File: config.mk
export PLATFORM = sky130hd
export DESIGN_NAME = cfs_supervisor
export DESIGN_NICKNAME = d
export VERILOG_FILES = /design/src/verilog/cfs_pkg.sv /design/src/verilog/cfs_qual_if.sv /design/src/verilog/cfs_qualifier.sv /design/src/verilog/cfs_supervisor.sv
export VERILOG_INCLUDE_DIRS = /design/src /design/src/verilog
export SDC_FILE = /design/constraint.sdc
export NUM_CORES = 1
export LEC_CHECK = 0
export CAP_MARGIN = 20
export CELL_PAD_IN_SITES_DETAIL_PLACEMENT = 2
export CELL_PAD_IN_SITES_GLOBAL_PLACEMENT = 2
export CORE_UTILIZATION = 40
export DETAILED_ROUTE_END_ITERATION = 6
export DONT_BUFFER_PORTS = 1
export HOLD_SLACK_MARGIN = 0.03
export PLACE_DENSITY = 0.8
export SYNTH_ARGS = -nofsm -noshare
export SYNTH_HDL_FRONTEND = slang
export SYNTH_HIERARCHICAL = 1
export SYNTH_SLANG_ARGS = --single-unit
File: constraint.sdc
create_clock -name REF_CLK -period 3 [get_ports REF_CLK]
set_clock_uncertainty 0.05 [all_clocks]
set_input_delay 0.6 -clock REF_CLK [delete_from_list [all_inputs] [get_ports REF_CLK]]
set_output_delay 0.6 -clock REF_CLK [all_outputs]
set_load 0.01 [all_outputs]
File: src/verilog/cfs_defs.svh
// timing figures, counts and limits of the converter fault supervisor
// assumes the logic clock is the 25 MHz switching reference
`ifndef CFS_DEFS_SVH
`define CFS_DEFS_SVH

// reference clock
`define CFS_CLK_NS          40
// cycles for a least time in ns, rounded up
`define CFS_CYC_UP(t)       (((t) + `CFS_CLK_NS - 1) / `CFS_CLK_NS)

// switching period and duty limit
`define CFS_PERIOD_CYC      250
`define CFS_MAX_DUTY_PCT    48
`define CFS_BLANK_NS        300
`define CFS_SHORT_BLANK_NS  100

// fault qualification
`define CFS_FLT_DGL_NS      10000
`define CFS_SUPOV_DGL_NS    20000
`define CFS_AOC_LIMIT       4
`define CFS_FPIN_LIMIT      4

// long timers
`define CFS_OVL_TIME_MS     15
`define CFS_OVL_CYC         (`CFS_OVL_TIME_MS * 1000000 / `CFS_CLK_NS)
`define CFS_REC_TIME_S      1
`define CFS_REC_CYC         (`CFS_REC_TIME_S * 1000000000 / `CFS_CLK_NS)
`define CFS_BOOT_NS         10000
`define CFS_TEMP_BLANK_US   1000
`define CFS_TEMP_BLANK_CYC  `CFS_CYC_UP(`CFS_TEMP_BLANK_US * 1000)

`endif

File: src/verilog/cfs_pkg.sv
// types shared by the converter fault supervisor
// assumes nothing beyond the defs header for numbers
package cfs_pkg;

  // supervisor sequence
  typedef enum logic [2:0] {
    CFS_IDLE,
    CFS_BOOT,
    CFS_RUN,
    CFS_RECOVER,
    CFS_LATCHED
  } cfs_state_e;

endpackage

File: src/verilog/cfs_qual_if.sv
// link between the supervisor and one comparator qualifier
// assumes raw comes straight from an analog comparator
`timescale 1ns/1ps

interface cfs_qual_if;
  logic raw;
  logic qual;

  modport filt (input raw, output qual);
  modport user (output raw, input qual);
endinterface

File: src/verilog/cfs_qualifier.sv
// comparator qualifier: two-stage synchroniser and minimum-high filter
// assumes raw is asynchronous to clk; qual is registered
`timescale 1ns/1ps

module cfs_qualifier #(
  parameter int MIN_CYC = 250
) (
  input  wire logic  clk,
  input  wire logic  arst_n,
  cfs_qual_if.filt   q
);
  import cfs_pkg::*;

  localparam int CW = $clog2(MIN_CYC + 1);
  localparam logic [CW-1:0] LAST = CW'(MIN_CYC - 1);

  if (MIN_CYC < 1) begin : g_chk
    $error("cfs_qualifier: MIN_CYC must be at least 1");
  end

  logic          s1_r;
  logic          s2_r;
  logic [CW-1:0] cnt_r;
  logic          qual_r;
  wire           held = s2_r && (cnt_r >= LAST);

  // ===========================================================
  // synchroniser and high-time filter
  always_ff @(posedge clk or negedge arst_n) begin
    if (!arst_n) begin
      s1_r   <= 1'b0;
      s2_r   <= 1'b0;
      cnt_r  <= '0;
      qual_r <= 1'b0;
    end else begin
      s1_r   <= q.raw;
      s2_r   <= s1_r;
      cnt_r  <= !s2_r ? '0 : (held ? cnt_r : cnt_r + 1'b1); // RULE11
      qual_r <= held; // RULE11
    end
  end

  assign q.qual = qual_r;
endmodule

File: src/verilog/cfs_supervisor.sv
// converter fault supervisor: drive sequencing and protection latching
// assumes REF_CLK is the switching reference, ARST_N the supply reset,
// and every comparator input arrives asynchronously
`timescale 1ns/1ps
`include "cfs_defs.svh"

// Behaviour
// RULE1: latched overload stops pulses, supply hiccups
// RULE2: latch released only by reset, brownout, line
// RULE3: second sense comparator, shorter blanking
// RULE4: four abnormal overcurrents in row trip
// RULE5: clean pulse clears abnormal overcurrent count
// RULE6: abnormal trip latches or recovers per option
// RULE7: qualified upper fault level latches off
// RULE8: qualified lower fault level latches off
// RULE9: temperature source off until supply minimum
// RULE10: blank lower comparator, double source current
// RULE11: fault comparators need ten microseconds high
// RULE12: fault seen four successive pulses latches
// RULE13: latched state drive off, endless hiccup
// RULE14: supply overvoltage twenty microseconds stops, recovers
// RULE15: open sense pin keeps start blocked; checked only on start from idle, not on restart after recovery
// RULE16: on-time ends at maximum duty
// RULE17: maximum duty pulses run overload timer
// RULE18: refresh switch on during boot interval
// RULE19: refresh switch on through off-time
// RULE20: refresh switch on in skip gaps
// RULE21: skip level freezes peak, blanks pulses
// RULE22: skip setpoint floor is reference quarter
// RULE23: overload must last past fault time
// RULE24: recovery waits one second timer
// RULE25: comparators pass two flip-flops first
// RULE26: overload timer clears when flag drops
module cfs_supervisor #(
  parameter int   PERIOD_CYC     = `CFS_PERIOD_CYC,
  parameter int   OVL_CYC        = `CFS_OVL_CYC,
  parameter int   REC_CYC        = `CFS_REC_CYC,
  parameter int   TEMP_BLANK_CYC = `CFS_TEMP_BLANK_CYC,
  parameter int   BOOT_CYC       = `CFS_CYC_UP(`CFS_BOOT_NS),
  parameter bit   LATCH_VERSION  = 1'b0
) (
  // clock and supply reset
  input  wire logic               REF_CLK,
  input  wire logic               ARST_N,
  // current sense and overload
  input  wire logic               OVERLOAD_FLAG,
  input  wire logic               CS_LIMIT_CMP,
  input  wire logic               CS_STOP_CMP,
  input  wire logic               CS_OPEN_CMP,
  // fault pin
  input  wire logic               FAULT_HI_CMP,
  input  wire logic               FAULT_LO_CMP,
  // supply levels
  input  wire logic               SUPPLY_OV_CMP,
  input  wire logic               SUPPLY_ON_CMP,
  input  wire logic               SUPPLY_MIN_CMP,
  input  wire logic               SUPPLY_OFF_CMP,
  input  wire logic               SUPPLY_HYST_CMP,
  input  wire logic               SUPPLY_RESET_CMP,
  // line supervision
  input  wire logic               BROWNOUT_CLEAR,
  input  wire logic               LINE_OV_CMP,
  // feedback
  input  wire logic               SKIP_CMP,
  input  wire logic               SKIP_FLOOR_CMP,
  // drive and supply control
  output logic                    GATE_DRIVE_OUTPUT,
  output logic                    REFRESH_SWITCH_OUTPUT,
  output logic                    HV_SOURCE_EN,
  output logic                    SOFT_START,
  // temperature source
  output logic                    TEMP_SRC_EN,
  output logic                    TEMP_SRC_DOUBLE,
  // skip control and status
  output logic                    SKIP_FREEZE,
  output logic                    SKIP_FLOOR_CLAMP,
  output logic                    LATCHED_OFF,
  output cfs_pkg::cfs_state_e     SUP_STATE
);
  import cfs_pkg::*;

  localparam int MAXON_CYC = PERIOD_CYC * `CFS_MAX_DUTY_PCT / 100;
  localparam int BLK_CYC   = `CFS_CYC_UP(`CFS_BLANK_NS);
  localparam int SBLK_CYC  = `CFS_CYC_UP(`CFS_SHORT_BLANK_NS);
  localparam int PW = $clog2(PERIOD_CYC);
  localparam int OW = $clog2(OVL_CYC + 1);
  localparam int RW = $clog2(REC_CYC + 1);
  localparam int TW = $clog2(TEMP_BLANK_CYC + 1);
  localparam int BW = $clog2(BOOT_CYC + 1);
  localparam logic [PW-1:0] PER_LAST = PW'(PERIOD_CYC - 1);
  localparam logic [PW-1:0] MAX_LAST = PW'(MAXON_CYC - 1);
  localparam logic [PW-1:0] BLK_END  = PW'(BLK_CYC);
  localparam logic [PW-1:0] SBLK_END = PW'(SBLK_CYC);
  localparam logic [OW-1:0] OVL_LAST = OW'(OVL_CYC - 1);
  localparam logic [RW-1:0] REC_LAST = RW'(REC_CYC - 1);
  localparam logic [TW-1:0] TMP_LAST = TW'(TEMP_BLANK_CYC);
  localparam logic [BW-1:0] BT_LAST  = BW'(BOOT_CYC - 1);
  localparam logic [2:0]    AOC_LAST = 3'(`CFS_AOC_LIMIT - 1);
  localparam logic [2:0]    FP_LAST  = 3'(`CFS_FPIN_LIMIT - 1);
  localparam int NS = 13;

  if (PERIOD_CYC < 16 || MAXON_CYC <= BLK_CYC || OVL_CYC < 2 || REC_CYC < 2
      || BOOT_CYC < 1 || TEMP_BLANK_CYC < 2) begin : g_chk
    $error("cfs_supervisor: timing parameters out of range");
  end

  // ===========================================================
  // input synchronisers
  logic [NS-1:0] s1_r;
  logic [NS-1:0] s2_r;
  wire  [NS-1:0] raw = {SKIP_FLOOR_CMP, SKIP_CMP, LINE_OV_CMP, BROWNOUT_CLEAR,
                        SUPPLY_RESET_CMP, SUPPLY_HYST_CMP, SUPPLY_OFF_CMP,
                        SUPPLY_MIN_CMP, SUPPLY_ON_CMP, CS_OPEN_CMP, CS_STOP_CMP,
                        CS_LIMIT_CMP, OVERLOAD_FLAG};
  wire ov_s, lim_s, stop_s, open_s, on_s, min_s, off_s, hyst_s;
  wire rst_s, bo_s, lov_s, skip_s, floor_s;
  assign {floor_s, skip_s, lov_s, bo_s, rst_s, hyst_s, off_s, min_s, on_s,
          open_s, stop_s, lim_s, ov_s} = s2_r;

  always_ff @(posedge REF_CLK or negedge ARST_N) begin
    if (!ARST_N) begin
      s1_r <= '0;
      s2_r <= '0;
    end else begin
      s1_r <= raw; // RULE25
      s2_r <= s1_r; // RULE25
    end
  end

  // fault pin and supply overvoltage qualifiers
  function automatic int qual_cyc(input int ch);
    return (ch == 2) ? `CFS_CYC_UP(`CFS_SUPOV_DGL_NS) : `CFS_CYC_UP(`CFS_FLT_DGL_NS);
  endfunction

  cfs_qual_if fq[3] ();
  assign fq[0].raw = FAULT_HI_CMP;
  assign fq[1].raw = FAULT_LO_CMP;
  assign fq[2].raw = SUPPLY_OV_CMP;

  for (genvar i = 0; i < 3; i++) begin : g_qual
    cfs_qualifier #(.MIN_CYC(qual_cyc(i))) u_qual (
      .clk    (REF_CLK),
      .arst_n (ARST_N),
      .q      (fq[i])
    );
  end

  wire hi_q  = fq[0].qual;
  wire lo_q  = fq[1].qual;
  wire sov_q = fq[2].qual;

  // ===========================================================
  // state and counters
  cfs_state_e    st_r;
  cfs_state_e    st_nxt;
  logic [PW-1:0] per_r;
  logic [PW-1:0] on_r;
  logic          gate_r;
  logic          refresh_r;
  logic          hv_r;
  logic          ss_r;
  logic          maxdc_r;
  logic [OW-1:0] ovl_r;
  logic [RW-1:0] rec_r;
  logic [BW-1:0] boot_r;
  logic [2:0]    aoc_r;
  logic [2:0]    fp_r;
  logic          temp_en_r;
  logic [TW-1:0] temp_r;
  logic          dbl_r;
  logic          clamp_r;
  logic          latched_r;

  // ===========================================================
  // pulse decode
  wire in_run     = (st_r == CFS_RUN);
  wire pulse_go   = in_run && (per_r == '0) && !skip_s; // RULE21
  wire lim_end    = gate_r && lim_s && (on_r >= BLK_END);
  wire abn_trip   = gate_r && stop_s && (on_r >= SBLK_END); // RULE3
  wire max_end    = gate_r && (on_r == MAX_LAST); // RULE16
  wire pulse_end  = lim_end || abn_trip || max_end;
  wire pulse_done = in_run && pulse_end;
  wire aoc_trip   = pulse_done && abn_trip && (aoc_r == AOC_LAST); // RULE4
  wire temp_blank = temp_en_r && (temp_r != TMP_LAST);
  wire [TW-1:0] temp_step = temp_blank ? temp_r + 1'b1 : temp_r;
  wire fault_now  = hi_q || (lo_q && temp_en_r && !temp_blank); // RULE7 RULE8 RULE10
  wire fp_trip    = pulse_go && fault_now && (fp_r == FP_LAST); // RULE12
  wire ovl_cond   = in_run && (ov_s || maxdc_r); // RULE17
  wire ovl_exp    = ovl_cond && (ovl_r == OVL_LAST); // RULE23
  wire prot_trip  = aoc_trip || ovl_exp;
  wire go_latch   = fp_trip || (LATCH_VERSION && prot_trip); // RULE6
  wire go_rec     = sov_q || (!LATCH_VERSION && prot_trip); // RULE6 RULE14
  wire release_ev = rst_s || bo_s || lov_s; // RULE2
  wire rec_done   = (rec_r == REC_LAST);
  wire boot_done  = (boot_r == BT_LAST);
  wire drive_ok   = in_run && !go_latch && !go_rec;
  wire gate_nxt   = drive_ok && (pulse_go || (gate_r && !pulse_end)); // RULE13

  always_comb begin
    st_nxt = st_r;
    unique case (st_r)
      CFS_IDLE:    if (on_s && !open_s) st_nxt = CFS_BOOT; // RULE15
      CFS_BOOT:    if (boot_done) st_nxt = CFS_RUN; // RULE18
      CFS_RUN: begin
        if (go_latch) st_nxt = CFS_LATCHED; // RULE1
        else if (go_rec) st_nxt = CFS_RECOVER; // RULE14
      end
      CFS_RECOVER: begin
        if (rst_s || bo_s) st_nxt = CFS_IDLE;
        else if (rec_done && on_s) st_nxt = CFS_BOOT; // RULE24
      end
      CFS_LATCHED: if (release_ev) st_nxt = CFS_IDLE; // RULE2
    endcase
  end

  // supply hiccup control of the startup source
  logic hv_nxt;
  always_comb begin
    hv_nxt = 1'b0;
    unique case (st_r)
      CFS_LATCHED: hv_nxt = off_s ? 1'b1 : (hyst_s ? 1'b0 : hv_r); // RULE1 RULE13
      CFS_IDLE,
      CFS_RECOVER: hv_nxt = !min_s ? 1'b1 : (on_s ? 1'b0 : hv_r);
      CFS_BOOT,
      CFS_RUN:     hv_nxt = 1'b0;
    endcase
  end

  // refresh switch: boot interval, then every off-time with a one-cycle gap
  wire refresh_boot = (st_nxt == CFS_BOOT); // RULE18
  wire refresh_off  = (st_nxt == CFS_RUN) && !gate_nxt && !gate_r; // RULE19 RULE20
  wire refresh_nxt  = refresh_boot || refresh_off;

  // ===========================================================
  // registers
  always_ff @(posedge REF_CLK or negedge ARST_N) begin
    if (!ARST_N) begin
      st_r      <= CFS_IDLE;
      per_r     <= '0;
      on_r      <= '0;
      gate_r    <= 1'b0;
      refresh_r <= 1'b0;
      hv_r      <= 1'b1;
      ss_r      <= 1'b0;
      maxdc_r   <= 1'b0;
      ovl_r     <= '0;
      rec_r     <= '0;
      boot_r    <= '0;
      aoc_r     <= '0;
      fp_r      <= '0;
      temp_en_r <= 1'b0;
      temp_r    <= '0;
      dbl_r     <= 1'b0;
      clamp_r   <= 1'b0;
      latched_r <= 1'b0;
    end else begin
      st_r      <= st_nxt;
      per_r     <= (!in_run || per_r == PER_LAST) ? '0 : per_r + 1'b1;
      on_r      <= gate_nxt ? (gate_r ? on_r + 1'b1 : '0) : '0;
      gate_r    <= gate_nxt;
      refresh_r <= refresh_nxt;
      hv_r      <= hv_nxt;
      ss_r      <= (st_r == CFS_BOOT) && boot_done;
      if (in_run && max_end) maxdc_r <= 1'b1; // RULE17
      else if (!in_run || lim_end) maxdc_r <= 1'b0;
      ovl_r     <= (ovl_cond && !ovl_exp) ? ovl_r + 1'b1 : '0; // RULE26
      rec_r     <= (st_r != CFS_RECOVER) ? '0 : (rec_done ? rec_r : rec_r + 1'b1); // RULE24
      boot_r    <= (st_r != CFS_BOOT) ? '0 : boot_r + 1'b1;
      if (!in_run) aoc_r <= '0;
      else if (pulse_done) aoc_r <= abn_trip ? aoc_r + 1'b1 : '0; // RULE4 RULE5
      if (!in_run) fp_r <= '0;
      else if (pulse_go) fp_r <= fault_now ? fp_r + 1'b1 : '0; // RULE12
      temp_en_r <= temp_en_r || min_s; // RULE9
      temp_r    <= temp_step; // RULE10
      dbl_r     <= (temp_en_r || min_s) && (temp_step != TMP_LAST); // RULE10
      clamp_r   <= floor_s && skip_s; // RULE22
      latched_r <= (st_nxt == CFS_LATCHED); // RULE13
    end
  end

  // ===========================================================
  // outputs
  assign GATE_DRIVE_OUTPUT     = gate_r;
  assign REFRESH_SWITCH_OUTPUT = refresh_r;
  assign HV_SOURCE_EN          = hv_r;
  assign SOFT_START            = ss_r;
  assign TEMP_SRC_EN           = temp_en_r; // RULE9
  assign TEMP_SRC_DOUBLE       = dbl_r; // RULE10
  assign SKIP_FREEZE           = s2_r[11]; // RULE21
  assign SKIP_FLOOR_CLAMP      = clamp_r; // RULE22
  assign LATCHED_OFF           = latched_r;
  assign SUP_STATE             = st_r;
endmodule
## Word level (Yosys, flattened, before mapping)

Index checks and enable logic that the tools add are counted.

| word-level totals | value |
|---|---|
| register bits | 161 |
| input port bits | 18 |
| logic and storage cells | 171 |
| output and inout bits | 12 |

| operators by class | value |
|---|---|
| reduce and logical (&&, ||, !) cells | 62 |
| muxes and demuxes | 35 |
| add/sub/neg operators | 11 |
| eq/ne operators | 26 |
| order comparisons | 5 |

Operators with widths:

| kind | number |
|---|---|
| 8-bit 2-to-1 mux | 8 |
| 25-bit 2-to-1 mux | 2 |
| 8-bit by 1-bit adder with 8-bit output (second input constant) | 5 |
| 3-bit 2-to-1 mux | 13 |
| 1-bit logical AND | 33 |
| 15-bit inequality test (second input constant) | 2 |
| 25-bit by 1-bit adder with 25-bit output (second input constant) | 1 |
| 25-bit == test (second input constant) | 1 |
| 19-bit by 1-bit adder with 19-bit output (second input constant) | 1 |
| 19-bit == test (second input constant) | 1 |
| 19-bit 2-to-1 mux | 1 |
| 9-bit 2-to-1 mux | 2 |
| 8-bit == test (second input constant) | 2 |
| 8-bit greater-or-equal comparator (second input constant) | 2 |
| 15-bit by 1-bit adder with 15-bit output (second input constant) | 1 |
| 3-bit by 2-bit == test with 1-bit output (second input constant) | 5 |
| 15-bit 2-to-1 mux | 1 |
| 3-bit case mux with 5 select lines | 1 |
| 1-bit logical OR | 13 |
| 1-bit logical NOT | 10 |
| 9-bit by 1-bit adder with 9-bit output (second input constant) | 1 |
| 9-bit greater-or-equal comparator (second input constant) | 1 |
| 8-bit by 7-bit == test with 1-bit output (second input constant) | 1 |
| 8-bit by 2-bit greater-or-equal comparator with 1-bit output (second input constant) | 1 |
| 16 further kinds | 30 |

## Depth between registers and ports, before layout

Gate-level depths: netlist (run 1).

| depth | value |
|---|---|
| depth after elaboration | 16 |
| gate-level depth with buffers | 8 |
| gate-level depth less buffers | 8 |

## Hierarchy

The synthesis (run 1) kept the hierarchy.

Modules (own cells, without submodules):

| module | sequential area each (µm²) | cells each | area an instance (µm²) | times used |
|---|---|---|---|---|
| cfs_supervisor | 3179.3 | 545 | 5708.0 | 1 |
| cfs_qualifier (g_qual[0].u_qual ...) | 275.3 | 47 | 543.0 | 2 |
| cfs_qualifier (g_qual[2].u_qual) | 300.3 | 57 | 626.9 | 1 |

## Worst setup path before layout (run 1)

OpenSTA, ideal clock, no wires.

| timing path | value |
|---|---|
| kind | register to register |
| start | register st_r[2] (netlist: SUP_STATE[2]) |
| end | register refresh_r (netlist: REFRESH_SWITCH_OUTPUT) |
| data required time | 2873 ps |
| buffers on the path | 2 |
| path slack | 578 ps |
| stages on the path, launching flop included | 9 |
| clock period less this slack | 2422 ps |
| arrival | 2295 ps |
| setup time | 77 ps |
| cells stage by stage | dfrtp_1 -> buf_6 -> or3b_1 -> buf_6 -> or3_4 -> a21oi_2 -> a222oi_1 -> or4_1 -> a21oi_1 |

| between the ends | value |
|---|---|
| longest elaborated chain between the ends | 13 |
| elaborated cells between the ends (all ways) | 36 |
| classes of those cells | 6 x eq/ne; 8 x mux; 22 x reduce/logical |

RTL lines:

| item | RTL line | text |
|---|---|---|
| from (decl) | cfs_supervisor.sv:154 | `cfs_state_e st_r;` |
| from (signal assigned) | cfs_supervisor.sv:257 | `st_r <= st_nxt;` |
| 3-bit by 2-bit == test with 1-bit output | cfs_supervisor.sv:176, cfs_supervisor.sv:201 |  |
| 1-bit logical AND | cfs_supervisor.sv:182 | `wire pulse_done = in_run && pulse_end;` |
| 1-bit logical AND (2 in a row) | cfs_supervisor.sv:183 | `wire aoc_trip = pulse_done && abn_trip && (aoc_r == AOC_LAST);` |
| 1-bit logical OR | cfs_supervisor.sv:190 | `wire prot_trip = aoc_trip \|\| ovl_exp;` |
| 1-bit logical OR | cfs_supervisor.sv:192 | `wire go_rec = sov_q \|\| (!LATCH_VERSION && prot_trip);` |
| 3-bit 2-to-1 mux | cfs_supervisor.sv:206 | `else if (go_rec) st_nxt = CFS_RECOVER;` |
| 3-bit 2-to-1 mux | cfs_supervisor.sv:205 | `if (go_latch) st_nxt = CFS_LATCHED;` |
| 3-bit case mux with 5 select lines (*) | cfs_supervisor.sv:201 | `unique case (st_r)` |
| via st_nxt[0] | cfs_supervisor.sv:155 | `cfs_state_e st_nxt;` |
| 3-bit by 2-bit == test with 1-bit output | cfs_supervisor.sv:231 | `wire refresh_off = (st_nxt == CFS_RUN) && !gate_nxt && !gate_r;` |
| 1-bit logical AND (2 in a row) | cfs_supervisor.sv:231 |  |
| 1-bit logical OR (*) | cfs_supervisor.sv:232 | `wire refresh_nxt = refresh_boot \|\| refresh_off;` |
| via refresh_nxt | cfs_supervisor.sv:232 |  |
| to (signal assigned) | cfs_supervisor.sv:261 | `refresh_r <= refresh_nxt;` |
| to (decl) | cfs_supervisor.sv:159 | `logic refresh_r;` |

Mark *: on every way through the listed nets, which the timed path passes. The rest lies on a longest branch.
A chain may end at the register's enable or synchronous reset.

## Worst setup path after layout (run 1)

| timing path | value |
|---|---|
| start | register temp_r[0] |
| end | register refresh_r (netlist: REFRESH_SWITCH_OUTPUT) |

| between the ends | value |
|---|---|
| elaborated cells between the ends (all ways) | 19 |
| classes of those cells | 3 x eq/ne; 2 x mux; 14 x reduce/logical |

RTL lines:

| item | RTL line | text |
|---|---|---|
| from (decl) | cfs_supervisor.sv:169 | `logic [TW-1:0] temp_r;` |
| from (signal assigned) | cfs_supervisor.sv:274 | `temp_r <= temp_step;` |
| 15-bit inequality test (*) | cfs_supervisor.sv:184 | `wire temp_blank = temp_en_r && (temp_r != TMP_LAST);` |
| 1-bit logical AND (*) | cfs_supervisor.sv:184 |  |
| 1-bit logical NOT (*) | cfs_supervisor.sv:186 | `wire fault_now = hi_q \|\| (lo_q && temp_en_r && !temp_blank);` |
| 1-bit logical AND (*) | cfs_supervisor.sv:186 |  |
| 1-bit logical OR (*) | cfs_supervisor.sv:186 |  |
| 1-bit logical AND (*) (2 in a row) | cfs_supervisor.sv:187 | `wire fp_trip = pulse_go && fault_now && (fp_r == FP_LAST);` |
| 3-bit 2-to-1 mux (*) | cfs_supervisor.sv:205 |  |
| 3-bit case mux with 5 select lines (*) | cfs_supervisor.sv:201 |  |
| via st_nxt[0] | cfs_supervisor.sv:155 |  |
| 3-bit by 2-bit == test with 1-bit output | cfs_supervisor.sv:231 |  |
| 1-bit logical AND (2 in a row) | cfs_supervisor.sv:231 |  |
| 1-bit logical OR (*) | cfs_supervisor.sv:232 |  |
| via refresh_nxt | cfs_supervisor.sv:232 |  |

Marked as above.

==> metrics.txt, run 1 <==
most common cell in the netlist dfrtp_1; Sink Count 161; die height 138.2 um; CP Data Required Time ~3300 ps; Synth top area share 0.5395; fmax 0.3674 GHz; grt ovf 0; Yosys warning count 6; worst hold slack -183.9 ps; Die ar. roughly 19000 um2; part of the cycle the worst path needs 0.9072; pin count of the biggest net entering global routing ~160; synthesized area per cell 10.66 um2; Final Instance Count excl. Fillers 950; Die Wd 138.2 um; ratio of cells with drive above 1 in the final layout 0.08738; Finished Cell Area 8315 um2; wire length per cell 19.99 um; DR vias/cell ~5.5; placed cell count 919; most frequent cells after synthesis dfrtp_1 (160), nor2_1 (84), nand2_1 (68), xor2_1 (45), nand3_1 (43); final setup violation count 0; DR pass1 iterations 6; Clock Tree Root clkbuf_16; syn nets ~740; total power 5.139 mW; vias in the first global route 6133; pin slew with the least headroom to its limit 1028 ps; Final min period 2722 ps; CP delay by family, top simple AND/OR/NAND/NOR gates; cell taking the most area after synthesis dfrtp_1; pre-CTS setup slack 365.9 ps; Initial Util 0.4103; clock slew at reported path FFs roughly 70 ps; HPWL after DPL 12.66 mm; later-pin clock latency in the skew report 430 ps; CP endpoint kind flop; global-route usage over all layers 0.2157; CP Launch Type flop; ys async rst share 1.000; area post-placement a little under 8000 um2; number of synthesized flops with an enable pin 0; # DRC 3; critical path peak fanout 5; Max stage delay on crit path 520 ps; Slowest-stage cell, CP or4_1; Final Hold Viols 161; ranking of synthesized cells by area dfrtp_1 (54%), xor2_1 (5.3%), nor2_1 (4.2%), ha_1 (3.7%), xnor2_1 (3.7%); Seq cells post-synth about 160; final net count 749; Synth cell types 65; CP Cell Sequence inv_1 -> ha_1 -> nor4bb_1 -> nand4_1 -> o21ai_1 -> a222oi_1 -> or4_1 -> a21oi_1; Port Buffers 0; Max Cap Viol 0; Arrival @ worst endpoint 3030 ps; first-pass GRT wire length 32.29 mm; Post-Syn Area 7421 um2; core outline area ~18000 um2; sequential share of the synthesized area 0.5431; clk buf depth 2; postcts setup bufs 0; Antenna Cells 0; RSZ-0062 raised after global routing no; Final ANT Viol Nets 0; P_leak 3.609 nW; via count 5241; GP Congestion around 0.79; CTS buffer count 17; number of DRC markers in iteration 0 188; routed wire length 18.99 mm; I/O pin cnt 30; Max Transition Viols Final 0; Layout area overhead 12.06%; WS Path Type flop to flop; worst hold-check path type input port to asynchronous set/reset pin; setup tns final 0 ps; min setup slack post-route 278.3 ps; Max VDD drop 0.3729 mV; CTS tree yes; Buf+Inv Stages, Crit Path 1; Mapped Cells 696; H-tree Lvls 4; Row Count a little under 50; relative slew slack 0.3091; status finished with violations; power per cell area slightly above 600 nW/um2; Top FF cell, synth dfrtp_1; initial antenna violation count 0; failing checks DRC, hold timing
-- kinds of logic after synthesis --
kind of cell,share of synthesized area
xor+xnor,0.08970
mux,0.01416
buf+inv,0.02546
flops,0.5431
simple gates,0.2199
fa+ha+maj,0.03844
compound gates,0.06930
-- sequential cells by signal, summed over array words and instances (netlist names), 3 cells and up --
signal	flops
ovl_r	19
s2_r	13
g_qual.u_qual/cnt_r	25
aoc_r	3
rec_r	25
g_qual.u_qual/s1_r	3
per_r	8
SUP_STATE	3
boot_r	8
temp_r	15
s1_r	13
fp_r	3
g_qual.u_qual/q.qual	3
on_r	8
g_qual.u_qual/s2_r	3
-- report_power, final --
group | total, mW | internal (mW) | switching, mW
combinational | 0.334 | 0.154 | 0.180
sequential | 2.47 | 2.30 | 0.171
clock | 2.34 | 1.45 | 0.886
total | 5.14 | 3.90 | 1.24
-- cell type report --
cell class	count	area [um2]
flip-flops and latches	161	4030
clock inverters	10	157.7
repair buffers	7	52.55
inverters	31	116.4
well taps	229	286.5
clock buffers	21	470.5
multi-input cells	491	3202
fillers	1850	9771
-- cell usage in the layout, fill, tap and decap left out, types with 3 or more instances in the layout --
master	netlist	routed
nor2b_1	5	5
nor4b_1	3	3
nand2_1	68	68
inv_1	31	31
nor3_1	12	12
nor2_1	84	84
and4_1	4	4
and4b_1	3	3
and2_1	4	4
ha_1	22	22
or3_1	9	9
nand3_1	43	43
a211oi_1	4	4
clkinvlp_4	0	3
nand2b_1	5	5
xor2_1	45	45
mux2i_1	9	9
clkinv_2	0	3
nor4_1	10	10
nand3b_1	4	4
clkbuf_16	0	17
a21oi_1	14	14
nand4_1	17	17
buf_4	2	7
bufinv_16	0	4
and3_1	19	19
a21o_2	4	4
o31ai_1	4	4
or3b_2	3	3
or4_1	4	4
clkbuf_8	0	3
dfrtp_1	160	160
xnor2_1	31	31
a41oi_1	4	4
o21ai_0	15	14
-- stage by stage --
stage,utilization,hold WS (ps)
final,0.4598,-183.9
after global routing,0.4598,-208.3
after CTS,0.4598,-205.2
after detailed placement,0.4250,259.3
after global placement,0.4250,260.2
after floorplan,-,254.4
-- final timing paths --
check                                 startpoint                    end  slack (ps)  depth (start not counted)
min in group REF_CLK                FAULT_LO_CMP  g_qual[1].u_qual/s1_r         140                          0
max reg2reg                            temp_r[0]  REFRESH_SWITCH_OUTPUT         280                          8
max in group asynchronous                 ARST_N                on_r[4]        2850                          0
max                                    temp_r[0]  REFRESH_SWITCH_OUTPUT         280                          8
min                                       ARST_N              boot_r[1]        -180                          0
min reg2reg                g_qual[2].u_qual/s1_r  g_qual[2].u_qual/s2_r         300                          0
-- timing repair --
action | in CTS | in global routing
endpoints found under the hold margin | 161 | 161
endpoints found under the setup margin | 0 | 1
resized for setup | 0 | 1
-- routing by layer --
metal / vias to the layer above / routed length (um) / global-route usage
met5: - / 0 / 0
met4: 0 / 460 / 0.09403
met3: 33 / 495 / 0.04538
met2: 53 / 10220 / 0.3926
met1: 2730 / 7810 / 0.2442
li1: 2425 / - / -
(Power assumes the default switching activity.)
==> run 2, diff against run 1 <==
Settings changed: CORE_MARGIN set to 2.
==> run 2 against run 1 <==
The flow finishes with violations (hold timing); total power down 3.9%; clock power down 8%; count of clock-buffer cells in the layout down 1; sequential cell count unchanged; non-clock buffer count up 1; combinational power down 3%; die area up 2.9%; setup slack better by 79 ps; critical endpoint unchanged; critical path type unchanged; cell count up 0.21%; first-iteration DRC count down 22%; wire length down 6.9%; largest cell class unchanged.
==> metrics.txt, run 2 (same netlist as run 1, synthesis figures left out) <==
Port Buffers 0 (unchanged); most frequent cells in the layout dfrtp_1 (160), nor2_1 (84), nand2_1 (68), xor2_1 (45), nand3_1 (43); fmax 0.3784 GHz (+3.0%); setup tns final 0 ps (unchanged); DR pass1 iterations 6 (unchanged); pre-CTS setup slack 363.4 ps (-2.520 ps); GP Congestion 0.7590 (-3.7%); core outline area 18090 um2 (unchanged); switch share 0.2505 (+0.009739); die height 140.2 um (+1.4%); wire length per cell 18.56 um (-7.1%); Layout area overhead 11.52%; first-pass GRT wire length 30.37 mm (-5.9%); Antenna Cells 0 (unchanged); sequential share of power 0.498 (+0.018); global-route usage over all layers 0.1931 (-0.02264); share of power burned in combinational logic 0.066 (about the same); status finished with violations; clock slew at reported path FFs 60 ps (about the same); Clock Tree Root clkbuf_16; worst hold slack -188.9 ps (-5.022 ps); final net count 750 (+0.13%); ratio of cells with drive above 1 in the final layout 0.08852 (+0.001141); area post-placement 7695 um2 (about the same); Max Cap Viol 0 (unchanged); vias in the first global route 5850 (-4.6%); Final ANT Viol Nets 0 (unchanged); postcts setup bufs 0 (unchanged); DR vias/cell 5.405 (-2.0%); Largest regs g_qual.u_qual/cnt_r (25), rec_r (25), ovl_r (19); Die Wd 140.2 um (+1.4%); min setup slack post-route 357.2 ps (+78.88 ps); register area 4030 um2 (unchanged); CP Launch Type flop; H-tree Lvls 4 (unchanged); relative slew slack 0.3050 (-0.004049); worst reg2reg path depth 6 (-2); # DRC 0 (-3); HPWL after DPL 12.08 mm (-4.6%); critical path peak fanout 9 (+4); initial antenna violation count 0 (unchanged); grt ovf 0 (unchanged); clk buf depth 2 (unchanged); failing checks hold timing; RSZ-0062 raised after global routing no; CP Data Required Time 3300 ps (about the same); number of DRC markers in iteration 0 146 (-22%); Initial Util 0.4103 (unchanged); CTS buffer count 17 (unchanged); FILL cells 1837 (-0.70%); pin count of the biggest net entering global routing 162 (unchanged); P_leak 3.595 nW (-0.38%); area occupied by multi-input gates 3202 um2 (unchanged); I/O pin cnt 30 (unchanged); final setup violation count 0 (unchanged); Die ar. 19660 um2 (+2.9%); Arrival @ worst endpoint 2940 ps (-90 ps); CP endpoint kind flop; Final min period 2643 ps (-78.88 ps); Sink Count 161 (unchanged); WS Path Type flop to flop; worst hold-check path type input port to asynchronous set/reset pin; Psw 1.237 mW (about the same); later-pin clock latency in the skew report 430 ps (about the same); routed wire length 17.67 mm (-6.9%); Final Hold Viols 161 (unchanged); Power Internal 3.701 mW (-5.1%); Max VDD drop 0.3506 mV (-6.0%); Max Transition Viols Final 0 (unchanged); commonest non-fill, non-tap cell in the layout dfrtp_1; via count 5146 (-1.8%); CTS tree yes; pin slew with the least headroom to its limit 1034 ps (+6.021 ps); Finished Cell Area 8275 um2 (-0.48%); Row Count 49 (unchanged); share of total power in the clock network 0.436 (-0.019); part of the cycle the worst path needs 0.8809 (-0.02629); power per cell area 596.8 nW/um2 (-3.4%)
[run 2: what timing repair did]
item	4_1_cts	5_1_grt
gates resized for setup	0	0
endpoints found under the setup margin	0	0
hold endpoints to repair	161	161
[run 2: routing by layer]
layer,global-route usage,wire [um],vias to the layer above
li1,-,-,2436
met1,0.2365,7664,2659
met2,0.3437,9373,39
met3,0.04376,472,12
met4,0.05263,161,0
met5,0,0,-
[run 2: area by class of cell]
type	instances	share of cell area
well taps	229	0.03462
clock buffers	20	0.05398
flip-flops and latches	161	0.4870
repair buffers	8	0.007257
inverters	31	0.01406
clock inverters	12	0.01618
multi-input cells	491	0.3869
[run 2: power groups by stage]
| stage | Clock [mW] | Sequential [mW] | Combinational (mW) |
|---|---|---|---|
| final | 2.15 | 2.46 | 0.325 |
| after global placement | 0 | 2.48 | 0.294 |
| after CTS | 2.21 | 2.46 | 0.333 |
| after floorplan | 0 | 2.43 | 0.273 |
| after global routing | 2.31 | 2.48 | 0.371 |
| after detailed placement | 0 | 2.50 | 0.324 |
[run 2: worst max-delay path, stage by stage (launching register included)]
cell      delay [ps]
dfrtp_1          580
or3b_1           550
or3_4            450
a21oi_2          140
a222oi_1         120
or4_1            520
a21oi_1          160
[run 2: through the flow]
stage	util	hold slack, ps	std cells	power, mW
after floorplan	-	254.4	696	2.704
after global placement	0.4255	260.2	920	2.774
after detailed placement	0.4255	258.9	920	2.821
after CTS	0.4576	-205.4	952	5.006
after global routing	0.4576	-212.7	952	5.159
final	0.4576	-188.9	952	4.939
[run 2: worst paths after layout]
kind                               from               endpoint  slack [ps]
max                        SUP_STATE[0]  REFRESH_SWITCH_OUTPUT         360
min in group REF_CLK       FAULT_LO_CMP  g_qual[1].u_qual/s1_r         140
min                              ARST_N              temp_r[6]        -190
max reg2reg                SUP_STATE[0]  REFRESH_SWITCH_OUTPUT         360
min reg2reg                     s1_r[4]                s2_r[4]         300
max in group asynchronous        ARST_N              boot_r[6]        2850
